===== src/port_ctl_map.svh =====
`ifndef PORT_CTL_MAP_SVH
`define PORT_CTL_MAP_SVH
// Behaviour
// - Link down on a port can force other ports' transmitters off per matrix.
// - OR combining: target transmitter off when any selected source reports loss.
// - AND combining: target transmitter off only when all selected sources report loss.
// - Single selected source: AND and OR give the same result.
// - Discard mode, the default: drop the frame after 16 collisions.
// - Restart mode: restart backoff instead of dropping after 16 collisions.
// - Laser shutoff while fiber receive signal is lost, when enabled; off after reset.
// - Per-port maximum frame length including FCS, up to 9600 bytes.
// - Switch mux modes hold the uplink at 2.5Gbps full duplex.
// - Mux disabled: speeds of ports one to three freely configurable.
// - VLAN mux: local port pairs only with matching remote port; no cross traffic.
// - Copper forced to 10/100 half or full, or 1G full duplex.
// - Fiber forced to 100M, 1G or 2.5G, always full duplex.
// - Auto setting: negotiate highest common speed; copper also negotiates duplex.
// - Pause obey and send follow last negotiation, when flow control is on.
// - Disabled speed setting stops all operation of the port; mux modes keep the uplink running at 2.5G regardless.
// - Receive and transmit packet and byte counters; clear zeroes all, then resumes.
// - Count receive and transmit frames dropped by congestion.
// - Count receive errors and incomplete transmissions.
// - Count receive frames filtered by forwarding.

`define REG_CTRL         12'h000
`define REG_LLF_BASE     12'h010
`define REG_PORT_BASE    12'h040
`define REG_STAT_BASE    12'h080
`define REG_CNT_BASE     12'h100
`define CNT_PER_PORT     8
`define CTRL_MUX_LSB     0
`define CTRL_CLR_BIT     4
`define LLF_MASK_LSB     0
`define LLF_AND_BIT      8
`define PCFG_SPD_LSB     0
`define PCFG_FC_BIT      4
`define PCFG_RESTART_BIT 5
`define PCFG_LASER_BIT   6
`define PCFG_MAXF_LSB    16
`define MAXF_RESET       14'h2580
`define COLL_LIMIT       5'h10
`endif


===== src/port_ctl_pkg.sv =====
package port_ctl_pkg;
   typedef enum logic [1:0] {
      MUX_OFF = 2'h0,
      MUX_SWITCH = 2'h1,
      MUX_SWITCH_ISO = 2'h2,
      MUX_VLAN = 2'h3
   } mux_mode_t;
   typedef enum logic [2:0] {
      SPD_DISABLED = 3'h0,
      SPD_AUTO = 3'h1,
      SPD_10H = 3'h2,
      SPD_10F = 3'h3,
      SPD_100H = 3'h4,
      SPD_100F = 3'h5,
      SPD_1G = 3'h6,
      SPD_2G5 = 3'h7
   } speed_sel_t;
   typedef enum logic [1:0] {
      RATE_10 = 2'h0,
      RATE_100 = 2'h1,
      RATE_1G = 2'h2,
      RATE_2G5 = 2'h3
   } rate_t;
   typedef struct packed {
      logic       rx_frame;
      logic       rx_err;
      logic       rx_drop;
      logic       rx_filt;
      logic [13:0] rx_len;
      logic       tx_frame;
      logic       tx_drop;
      logic       tx_incomplete;
      logic [13:0] tx_len;
      logic       collision;
      logic       tx_done;
   } port_evt_t;
   typedef struct packed {
      logic       up;
      rate_t      rate;
      logic       full_dx;
      logic       tx_on;
      logic       rx_pause;
      logic       tx_pause;
      logic       laser_off;
   } port_stat_t;
   typedef struct packed {
      logic       valid;
      rate_t      rate;
      logic       full_dx;
      logic       pause_rx;
      logic       pause_tx;
   } aneg_t;
endpackage


===== src/port_link_loss_control.sv =====
`timescale 1ns/100ps
`include "port_ctl_map.svh"
module port_link_loss_control #(
   parameter int NPORTS   = 5,
   parameter int FIBER_N  = 3,
   parameter int CNT_W    = 32,
   parameter int UPLINK   = 0
)(
   input  wire logic                          clk,
   input  wire logic                          rst_b,
   input  wire logic [11:0]                   s_axi_awaddr,
   input  wire logic                          s_axi_awvalid,
   output      logic                          s_axi_awready,
   input  wire logic [31:0]                   s_axi_wdata,
   input  wire logic [3:0]                    s_axi_wstrb,
   input  wire logic                          s_axi_wvalid,
   output      logic                          s_axi_wready,
   output      logic [1:0]                    s_axi_bresp,
   output      logic                          s_axi_bvalid,
   input  wire logic                          s_axi_bready,
   input  wire logic [11:0]                   s_axi_araddr,
   input  wire logic                          s_axi_arvalid,
   output      logic                          s_axi_arready,
   output      logic [31:0]                   s_axi_rdata,
   output      logic [1:0]                    s_axi_rresp,
   output      logic                          s_axi_rvalid,
   input  wire logic                          s_axi_rready,
   input  wire logic [NPORTS-1:0]             link_up,
   input  wire logic [NPORTS-1:0]             rx_loss,
   input  wire port_ctl_pkg::aneg_t [NPORTS-1:0] aneg,
   input  wire port_ctl_pkg::port_evt_t [NPORTS-1:0] evt,
   output      port_ctl_pkg::port_stat_t [NPORTS-1:0] stat,
   output      logic [NPORTS-1:0]             port_enable,
   output      logic [NPORTS-1:0]             tx_frame_drop,
   output      logic [NPORTS-1:0]             backoff_restart,
   output      logic [NPORTS-1:0]             rx_oversize,
   output      logic [NPORTS-1:0]             tx_oversize,
   output      logic [NPORTS-1:0][NPORTS-1:0] fwd_allow,
   output      logic                          vlan_tag_en
);
   localparam int NCNT = `CNT_PER_PORT;

   port_ctl_pkg::mux_mode_t               mux_reg;
   logic [NPORTS-1:0][NPORTS-1:0]         llf_mask_reg;
   logic [NPORTS-1:0]                     llf_and_reg;
   port_ctl_pkg::speed_sel_t [NPORTS-1:0] spd_reg;
   logic [NPORTS-1:0]                     fc_reg;
   logic [NPORTS-1:0]                     restart_reg;
   logic [NPORTS-1:0]                     laser_reg;
   logic [NPORTS-1:0][13:0]               maxf_reg;
   logic [NPORTS-1:0][4:0]                coll_reg;
   logic [CNT_W-1:0]                      cnt_reg [NPORTS*NCNT];
   logic                                  clr_pulse;

   // AXI write: accept address and data in either order, answer when both held
   logic        aw_held_reg;
   logic        w_held_reg;
   logic [11:0] waddr_reg;
   logic [31:0] wdata_reg;
   logic [3:0]  wstrb_reg;
   logic        wr_go;
   logic        wr_ok;
   assign s_axi_awready = !aw_held_reg && !s_axi_bvalid;
   assign s_axi_wready  = !w_held_reg && !s_axi_bvalid;
   assign wr_go = aw_held_reg && w_held_reg && !s_axi_bvalid;

   always_ff @(posedge clk or negedge rst_b)
      if (!rst_b)
      begin
         aw_held_reg <= 1'b0;
         w_held_reg <= 1'b0;
         waddr_reg <= 12'h000;
         {wstrb_reg, wdata_reg} <= 36'h000000000;
         s_axi_bvalid <= 1'b0;
         s_axi_bresp <= 2'h0;
      end
      else
      begin
         if (s_axi_awvalid && s_axi_awready)
         begin
            aw_held_reg <= 1'b1;
            waddr_reg <= s_axi_awaddr;
         end
         if (s_axi_wvalid && s_axi_wready)
         begin
            w_held_reg <= 1'b1;
            {wstrb_reg, wdata_reg} <= {s_axi_wstrb, s_axi_wdata};
         end
         if (wr_go)
         begin
            aw_held_reg <= 1'b0;
            w_held_reg <= 1'b0;
            s_axi_bvalid <= 1'b1;
            s_axi_bresp <= wr_ok ? 2'h0 : 2'h2;
         end
         else if (s_axi_bready)
            s_axi_bvalid <= 1'b0;
      end

   function automatic int port_of(input logic [11:0] a, input logic [11:0] base);
      logic [11:0] d;
      d = a - base;
      return int'(d[11:2]);
   endfunction

   always_comb
   begin
      wr_ok = 1'b0;
      if (waddr_reg == `REG_CTRL)
         wr_ok = 1'b1;
      else if (waddr_reg >= `REG_LLF_BASE && port_of(waddr_reg, `REG_LLF_BASE) < NPORTS)
         wr_ok = 1'b1;
      else if (waddr_reg >= `REG_PORT_BASE && port_of(waddr_reg, `REG_PORT_BASE) < NPORTS)
         wr_ok = 1'b1;
   end

   // Control register; the clear bit is a self-clearing strobe
   always_ff @(posedge clk or negedge rst_b)
      if (!rst_b)
      begin
         mux_reg <= port_ctl_pkg::MUX_OFF;
         clr_pulse <= 1'b0;
      end
      else
      begin
         clr_pulse <= 1'b0;
         if (wr_go && waddr_reg == `REG_CTRL && wstrb_reg[0])
         begin
            mux_reg <= port_ctl_pkg::mux_mode_t'(wdata_reg[`CTRL_MUX_LSB +: 2]);
            clr_pulse <= wdata_reg[`CTRL_CLR_BIT];
         end
      end

   always_ff @(posedge clk or negedge rst_b)
      if (!rst_b)
      begin
         llf_mask_reg <= '0;
         llf_and_reg <= '0;
         spd_reg <= '{default: port_ctl_pkg::SPD_AUTO};
         fc_reg <= '0;
         restart_reg <= '0;
         laser_reg <= '0;
         maxf_reg <= {NPORTS{`MAXF_RESET}};
      end
      else if (wr_go)
      begin
         for (int p = 0; p < NPORTS; p++)
         begin
            if (waddr_reg == `REG_LLF_BASE + 12'(4*p))
            begin
               if (wstrb_reg[0])
                  llf_mask_reg[p] <= wdata_reg[`LLF_MASK_LSB +: NPORTS] & ~(NPORTS'(1) << p);
               if (wstrb_reg[1])
                  llf_and_reg[p] <= wdata_reg[`LLF_AND_BIT];
            end
            if (waddr_reg == `REG_PORT_BASE + 12'(4*p))
            begin
               if (wstrb_reg[0])
               begin
                  spd_reg[p] <= port_ctl_pkg::speed_sel_t'(wdata_reg[`PCFG_SPD_LSB +: 3]);
                  fc_reg[p] <= wdata_reg[`PCFG_FC_BIT];
                  restart_reg[p] <= wdata_reg[`PCFG_RESTART_BIT];
                  laser_reg[p] <= wdata_reg[`PCFG_LASER_BIT];
               end
               if (wstrb_reg[2] && wstrb_reg[3])
                  maxf_reg[p] <= (wdata_reg[`PCFG_MAXF_LSB +: 14] > `MAXF_RESET) ?
                                 `MAXF_RESET : wdata_reg[`PCFG_MAXF_LSB +: 14];
            end
         end
      end

   // Per-port status and link-loss forwarding, purely combinational
   logic [NPORTS-1:0] lost;
   logic [NPORTS-1:0] llf_off;
   assign lost = ~link_up | rx_loss;
   assign vlan_tag_en = (mux_reg == port_ctl_pkg::MUX_VLAN);

   always_comb
   begin
      for (int t = 0; t < NPORTS; t++)
      begin
         // Empty mask never forces; single source makes AND equal to OR
         if (llf_mask_reg[t] == '0)
            llf_off[t] = 1'b0;
         else if (llf_and_reg[t])
            llf_off[t] = ((lost & llf_mask_reg[t]) == llf_mask_reg[t]);
         else
            llf_off[t] = |(lost & llf_mask_reg[t]);
      end
   end

   always_comb
   begin
      for (int p = 0; p < NPORTS; p++)
      begin
         port_ctl_pkg::speed_sel_t s;
         logic fiber;
         s = spd_reg[p];
         fiber = (p < FIBER_N);
         if (p == UPLINK && (mux_reg == port_ctl_pkg::MUX_SWITCH || mux_reg == port_ctl_pkg::MUX_SWITCH_ISO
                             || mux_reg == port_ctl_pkg::MUX_VLAN))
            s = port_ctl_pkg::SPD_2G5;
         // Settings a port type cannot do fall back to auto
         if (fiber && (s == port_ctl_pkg::SPD_10H || s == port_ctl_pkg::SPD_10F || s == port_ctl_pkg::SPD_100H))
            s = port_ctl_pkg::SPD_AUTO;
         if (!fiber && s == port_ctl_pkg::SPD_2G5)
            s = port_ctl_pkg::SPD_AUTO;
         port_enable[p] = (s != port_ctl_pkg::SPD_DISABLED);
         stat[p].laser_off = fiber && laser_reg[p] && rx_loss[p];
         stat[p].up = link_up[p] && port_enable[p];
         stat[p].tx_on = port_enable[p] && !llf_off[p] && !stat[p].laser_off;
         case (s)
            port_ctl_pkg::SPD_AUTO:
            begin
               stat[p].rate = aneg[p].rate;
               stat[p].full_dx = fiber ? 1'b1 : aneg[p].full_dx;
            end
            port_ctl_pkg::SPD_10H:  begin stat[p].rate = port_ctl_pkg::RATE_10;  stat[p].full_dx = 1'b0; end
            port_ctl_pkg::SPD_10F:  begin stat[p].rate = port_ctl_pkg::RATE_10;  stat[p].full_dx = 1'b1; end
            port_ctl_pkg::SPD_100H: begin stat[p].rate = port_ctl_pkg::RATE_100; stat[p].full_dx = 1'b0; end
            port_ctl_pkg::SPD_100F: begin stat[p].rate = port_ctl_pkg::RATE_100; stat[p].full_dx = 1'b1; end
            port_ctl_pkg::SPD_1G:   begin stat[p].rate = port_ctl_pkg::RATE_1G;  stat[p].full_dx = 1'b1; end
            port_ctl_pkg::SPD_2G5:  begin stat[p].rate = port_ctl_pkg::RATE_2G5; stat[p].full_dx = 1'b1; end
            default:                begin stat[p].rate = port_ctl_pkg::RATE_10;  stat[p].full_dx = 1'b0; end
         endcase
         stat[p].rx_pause = fc_reg[p] && aneg[p].valid && aneg[p].pause_rx && port_enable[p];
         stat[p].tx_pause = fc_reg[p] && aneg[p].valid && aneg[p].pause_tx && port_enable[p];
         rx_oversize[p] = port_enable[p] && evt[p].rx_frame && (evt[p].rx_len > maxf_reg[p]);
         tx_oversize[p] = port_enable[p] && evt[p].tx_frame && (evt[p].tx_len > maxf_reg[p]);
      end
   end

   // Forwarding matrix; VLAN mode pairs local and remote ports only
   always_comb
   begin
      for (int a = 0; a < NPORTS; a++)
         for (int b = 0; b < NPORTS; b++)
         begin
            fwd_allow[a][b] = (a != b) && port_enable[a] && port_enable[b];
            if (mux_reg == port_ctl_pkg::MUX_SWITCH_ISO && a != UPLINK && b != UPLINK)
               fwd_allow[a][b] = 1'b0;
            if (mux_reg == port_ctl_pkg::MUX_VLAN && a != UPLINK && b != UPLINK)
               fwd_allow[a][b] = 1'b0;
         end
   end

   // Collision counting per port
   always_ff @(posedge clk or negedge rst_b)
      if (!rst_b)
      begin
         coll_reg <= '0;
         tx_frame_drop <= '0;
         backoff_restart <= '0;
      end
      else
      begin
         for (int p = 0; p < NPORTS; p++)
         begin
            tx_frame_drop[p] <= 1'b0;
            backoff_restart[p] <= 1'b0;
            if (evt[p].tx_done || !port_enable[p])
               coll_reg[p] <= 5'h00;
            else if (evt[p].collision)
            begin
               if (coll_reg[p] + 5'h01 == `COLL_LIMIT)
               begin
                  coll_reg[p] <= 5'h00;
                  tx_frame_drop[p] <= !restart_reg[p];
                  backoff_restart[p] <= restart_reg[p];
               end
               else
                  coll_reg[p] <= coll_reg[p] + 5'h01;
            end
         end
      end

   // Counters: rx/tx pkts, rx/tx bytes, rx/tx err, rx/tx drop; filtered in its own word
   logic [CNT_W-1:0] filt_reg [NPORTS];
   always_ff @(posedge clk or negedge rst_b)
      if (!rst_b)
      begin
         for (int i = 0; i < NPORTS*NCNT; i++)
            cnt_reg[i] <= '0;
         for (int p = 0; p < NPORTS; p++)
            filt_reg[p] <= '0;
      end
      else if (clr_pulse)
      begin
         for (int i = 0; i < NPORTS*NCNT; i++)
            cnt_reg[i] <= '0;
         for (int p = 0; p < NPORTS; p++)
            filt_reg[p] <= '0;
      end
      else
      begin
         for (int p = 0; p < NPORTS; p++)
            if (port_enable[p])
            begin
               if (evt[p].rx_frame)
               begin
                  cnt_reg[p*NCNT+0] <= cnt_reg[p*NCNT+0] + CNT_W'(1);
                  cnt_reg[p*NCNT+2] <= cnt_reg[p*NCNT+2] + CNT_W'(evt[p].rx_len);
               end
               if (evt[p].tx_frame)
               begin
                  cnt_reg[p*NCNT+1] <= cnt_reg[p*NCNT+1] + CNT_W'(1);
                  cnt_reg[p*NCNT+3] <= cnt_reg[p*NCNT+3] + CNT_W'(evt[p].tx_len);
               end
               if (evt[p].rx_err || rx_oversize[p])
                  cnt_reg[p*NCNT+4] <= cnt_reg[p*NCNT+4] + CNT_W'(1);
               if (evt[p].tx_incomplete || tx_frame_drop[p])
                  cnt_reg[p*NCNT+5] <= cnt_reg[p*NCNT+5] + CNT_W'(1);
               if (evt[p].rx_drop)
                  cnt_reg[p*NCNT+6] <= cnt_reg[p*NCNT+6] + CNT_W'(1);
               if (evt[p].tx_drop)
                  cnt_reg[p*NCNT+7] <= cnt_reg[p*NCNT+7] + CNT_W'(1);
               if (evt[p].rx_filt)
                  filt_reg[p] <= filt_reg[p] + CNT_W'(1);
            end
      end

   // AXI read: one-cycle answer, unmapped gives SLVERR and zero
   logic [31:0] rd_val;
   logic        rd_ok;
   always_comb
   begin
      int pi;
      int ci;
      rd_val = 32'h00000000;
      rd_ok = 1'b0;
      pi = 0;
      ci = 0;
      if (s_axi_araddr == `REG_CTRL)
      begin
         rd_ok = 1'b1;
         rd_val[`CTRL_MUX_LSB +: 2] = mux_reg;
      end
      else if (s_axi_araddr >= `REG_CNT_BASE)
      begin
         ci = port_of(s_axi_araddr, `REG_CNT_BASE);
         pi = ci / (NCNT + 1);
         if (pi < NPORTS)
         begin
            rd_ok = 1'b1;
            rd_val = (ci % (NCNT + 1) == NCNT) ? 32'(filt_reg[pi]) : 32'(cnt_reg[pi*NCNT + ci % (NCNT + 1)]);
         end
      end
      else if (s_axi_araddr >= `REG_STAT_BASE)
      begin
         pi = port_of(s_axi_araddr, `REG_STAT_BASE);
         if (pi < NPORTS)
         begin
            rd_ok = 1'b1;
            rd_val[7:0] = stat[pi];
            rd_val[8] = llf_off[pi];
         end
      end
      else if (s_axi_araddr >= `REG_PORT_BASE)
      begin
         pi = port_of(s_axi_araddr, `REG_PORT_BASE);
         if (pi < NPORTS)
         begin
            rd_ok = 1'b1;
            rd_val[`PCFG_SPD_LSB +: 3] = spd_reg[pi];
            rd_val[`PCFG_FC_BIT] = fc_reg[pi];
            rd_val[`PCFG_RESTART_BIT] = restart_reg[pi];
            rd_val[`PCFG_LASER_BIT] = laser_reg[pi];
            rd_val[`PCFG_MAXF_LSB +: 14] = maxf_reg[pi];
         end
      end
      else if (s_axi_araddr >= `REG_LLF_BASE)
      begin
         pi = port_of(s_axi_araddr, `REG_LLF_BASE);
         if (pi < NPORTS)
         begin
            rd_ok = 1'b1;
            rd_val[`LLF_MASK_LSB +: NPORTS] = llf_mask_reg[pi];
            rd_val[`LLF_AND_BIT] = llf_and_reg[pi];
         end
      end
   end

   assign s_axi_arready = !s_axi_rvalid;
   always_ff @(posedge clk or negedge rst_b)
      if (!rst_b)
      begin
         s_axi_rvalid <= 1'b0;
         s_axi_rdata <= 32'h00000000;
         s_axi_rresp <= 2'h0;
      end
      else if (s_axi_arvalid && s_axi_arready)
      begin
         s_axi_rvalid <= 1'b1;
         s_axi_rdata <= rd_val;
         s_axi_rresp <= rd_ok ? 2'h0 : 2'h2;
      end
      else if (s_axi_rready)
         s_axi_rvalid <= 1'b0;
endmodule


===== config.mk =====
export PLATFORM = sky130hd
export DESIGN_NAME = port_link_loss_control
export DESIGN_NICKNAME = d
export VERILOG_FILES = /design/src/port_ctl_pkg.sv /design/src/port_link_loss_control.sv
export VERILOG_INCLUDE_DIRS = /design/src /design/src/src
export SDC_FILE = /design/constraint.sdc
export NUM_CORES = 2
export LEC_CHECK = 0
export BUFFER_PORTS_ARGS = -buffer_cell sky130_fd_sc_hd__buf_2
export CAP_MARGIN = 25
export CORE_MARGIN = 1.5
export CORE_UTILIZATION = 55
export DETAILED_ROUTE_END_ITERATION = 8
export PLACE_DENSITY = 0.68
export SYNTH_ARGS = -nofsm -noshare
export SYNTH_HDL_FRONTEND = slang
export SYNTH_SLANG_ARGS = --single-unit

===== constraint.sdc =====
create_clock -name clk -period 4.65 [get_ports clk]
set_clock_uncertainty 0.1 [all_clocks]
set_input_delay 0.465 -clock clk [delete_from_list [all_inputs] [get_ports clk]]
set_output_delay 0.465 -clock clk [all_outputs]
set_load 0.05 [all_outputs]

==> metrics.md <==
| Metric | Value |
|---|---|
| Outcome | complete, but fails checks |
| Failing checks | setup timing |
| Post-place instance area | between 100000 and 150000 µm² |
| Number of global-route vias before repair | between 90000 and 100k |
| Htree depth | 4 |
| Top cells by area, synth | dfrtp_1 41%, xor2_1 7.0%, nor2_1 6.1%, nand2_1 5.3%, ha_1 4.2% |
| Synth unique cells | between 100 and 150 |
| CP bufs+invs | 13 |
| Synthesized cell area | 101000 µm² |
| Top cells by count, synth | 1654 x dfrtp_1, 1640 x nor2_1, 1441 x nand2_1, 809 x xor2_1, 649 x a21oi_1 |
| LEAKAGE | between 50 and 60 nW |
| GPL Wtd Cong | around 1.1 |
| Via count | approximately 97000 |
| Slowest-stage cell, CP | or4b_4 |
| Starting density of the core | a little under three fifths |
| Nets | ~13000 |
| Final setup margin | -3.57 ns |
| Synth warn | 0 |
| Total CTS buffers | approximately 190 |
| Worst Setup Start Kind | input port |
| CP top delay family | compound AO/OA/AOI/OAI gates |
| Total I/O pin count | ~420 |
| Minimum clock period | around 8 ns |
| HP Class | input port to register |
| CP Class | input port to register |
| Detailed Route Iter0 Violations | approximately 11000 |
| Finished Cell Area | approximately 120000 µm² |
| Synth Register Bits | between 1500 and 2000 |
| Die area | 187000 µm² |
| Top-count cell post-synth | dfrtp_1 |
| Share of layout cells above drive strength 1 | between 10% and 20% |
| Peak fanout along the critical path | 8 |
| Vias per cell | ~6.3 |
| # rows | 157 |
| Req. time, crit path | between 5 and 6 ns |
| Max_cap viols | 0 |
| Max incr delay on CP | approximately 0.6 ns |
| Maximum VDD drop | 0.719 mV |
| Antenna Nets Post-Route | 0 |
| Placed cells | 14800 |
| Gr usage total | 43.5% |
| Total grt overflow | 0 |
| Syn Inst Count | between 10000 and 15000 |
| Fraction of the cycle the final worst path needs | 177% |
| IO Port Bufs | ~400 |
| Area grow syn2layout | 20.8% |
| Antenna violations before repair | 38 |
| Syn avg cell area | just under 9 µm² |
| Post-DP HPWL | 314000 µm |
| Slew HR | about 16% |
| Drt total wl | slightly above 400000 µm |
| Drt pass-1 iters | 8 |
| Largest register FFs | around 1300 |
| Non-Filler Instances | ~15000 |
| Fillers | between 15000 and 20000 |
| Critical Path Most Common Cell | inv_2 |
| Slew of the pin with the lowest slew margin | approximately 1.3 ns |
| Most used DFF post-synth | dfrtp_1 |
| Pwr Density | between 500 and 600 nW/µm² |
| Worst EP arrival | about 8.8 ns |
| DIE HEIGHT | approximately 430 µm |
| Clk root buf | clkbuf_16 |
| Post-synth EDFFs | 0 |
| Async set or reset register ratio after synthesis | 100% |
| Register area share after synthesis | 41.5% |
| Final Hold Violating Endpoints | 0 |
| Largest net degree at the start of global routing | approximately 210 |
| Clock sink count | about 1700 |
| Core area | 183000 µm² |
| Slew Viols, Final | 0 |
| Area leader, netlist | dfrtp_1 |
| DIE WIDTH | 432 µm |
| CTS tree | built |
| Share of the synthesized area in the top cell type | between 40% and 50% |
| CTS clk-pin slew, worst paths | ~0.06 ns |
| RSZ-0062 raised after global routing | yes |
| Clk_lat worst skew | roughly 0.86 ns |
| Clk buf depth | 3 |
| Count of final setup violators | 33 |
| Fmax achieved | ~0.12 GHz |
| Routed len/inst | between 20 and 30 µm |
| Post-route DRC violation count | 0 |
| Setup crit end kind | register |
| Global-route wire length before repair | roughly 600000 µm |
worst register-to-register path, cell delays in order (launching register included):
cell	delay, ns
dfstp_2	0.65
nor3_1	0.14
inv_1	0.47
nand2_1	0.17
a41o_1	0.23
a21oi_1	0.43
o21ai_0	0.43
nand2b_1	0.33
nand4_1	0.43
nor4_1	0.45
buf_4	0.23
nand3_1	0.11
xor2_1	0.15
nor2_1	0.06
cells by family (layout without fill, tap and decap cells):
group / Yosys count / after routing / synth area share (%)
AO/OA/AOI/OAI: 2056 / 2058 / 12.6
XOR/XNOR: 1227 / 1227 / 10.6
adder cells (fa/ha/maj): 358 / 358 / 4.49
buffers and inverters: 902 / 2129 / 3.63
flip-flops: 1679 / 1679 / 41.5
multiplexers: 338 / 338 / 4.74
other: 1 / 45 / 0.00370
AND/OR/NAND/NOR: 4983 / 4983 / 22.4
final timing paths:
check                                startpoint             end  slack [ns]  cells after the start
worst max-delay path            s_axi_araddr[5]  s_axi_rdata[2]       -3.57                     47
worst min-delay path                    evt[18]   cnt_reg[1166]        0.03                      5
worst max register to register       spd_reg[9]    cnt_reg[383]        0.10                     13
worst min register to register   s_axi_bresp[1]  s_axi_bresp[1]        0.40                      2
max in group asynchronous                 rst_b    cnt_reg[410]        2.86                      3
min in group asynchronous                 rst_b   filt_reg[151]        0.09                      2
cell usage in the layout (no fill, tap or decap), drive strengths merged, types with 268 or more instances in the layout:
cell	Yosys	layout
nand3	615	615
a21oi	649	649
dfrtp	1654	1654
o22ai	268	268
inv	332	338
xnor2	417	417
nor2	1645	1645
o21ai	457	457
xor2	810	810
buf	167	1383
ha	344	344
nand2	1441	1441
report_power, final:
group,internal [mW],switching (mW)
sequential,15.3,1.17
combinational,12.2,18.0
clock,8.94,6.54
total,36.4,25.7
routing by layer:
metal  GRT usage, %  vias to the layer above  share of wire, %
met3           10.4                     1218                10
met1           56.5                    47700                38
met2           64.5                     5266                43
li1               -                    42500                 -
met4           29.6                       18               7.9
met5              0                        -             0.031
stage by stage:
stage	total power [mW]	hold slack, ns	setup TNS, ns	worst slack (ns)	util [%]
detailed placement	40.7	0.396	-159.92	-5.09	61.3
finish	62.0	0.0298	-113.69	-3.57	66.9
CTS	59.8	0.00414	-108.53	-3.42	66.3
global placement	40.4	0.366	-155.90	-4.87	61.3
global route	63.5	0.0455	-121.61	-3.82	66.8
floorplan	27.1	0.0694	-171.42	-5.37	-
area by class of cell:
type                    instances  area, µm²  share of cell area (%)
inverters                     333       1280                    1.04
well taps                    2464       3080                    2.52
multi-input cells            8973      57900                    47.3
clock inverters                78        936                   0.764
clock buffers                 261       5360                    4.38
diodes                         36       90.1                  0.0736
flip-flops and latches       1679      42100                    34.3
repair buffers               1457      11700                    9.59
what timing repair did:
item	4_1_cts	5_1_grt
gates cloned	10	2
hold buffers	69	0
resized for setup	310	150
hold endpoints to repair	173	0
setup buffers	64	30
pin swaps	76	64
endpoints found under the setup margin	33	61
No activity file was read; power rests on OpenSTA's default activity.
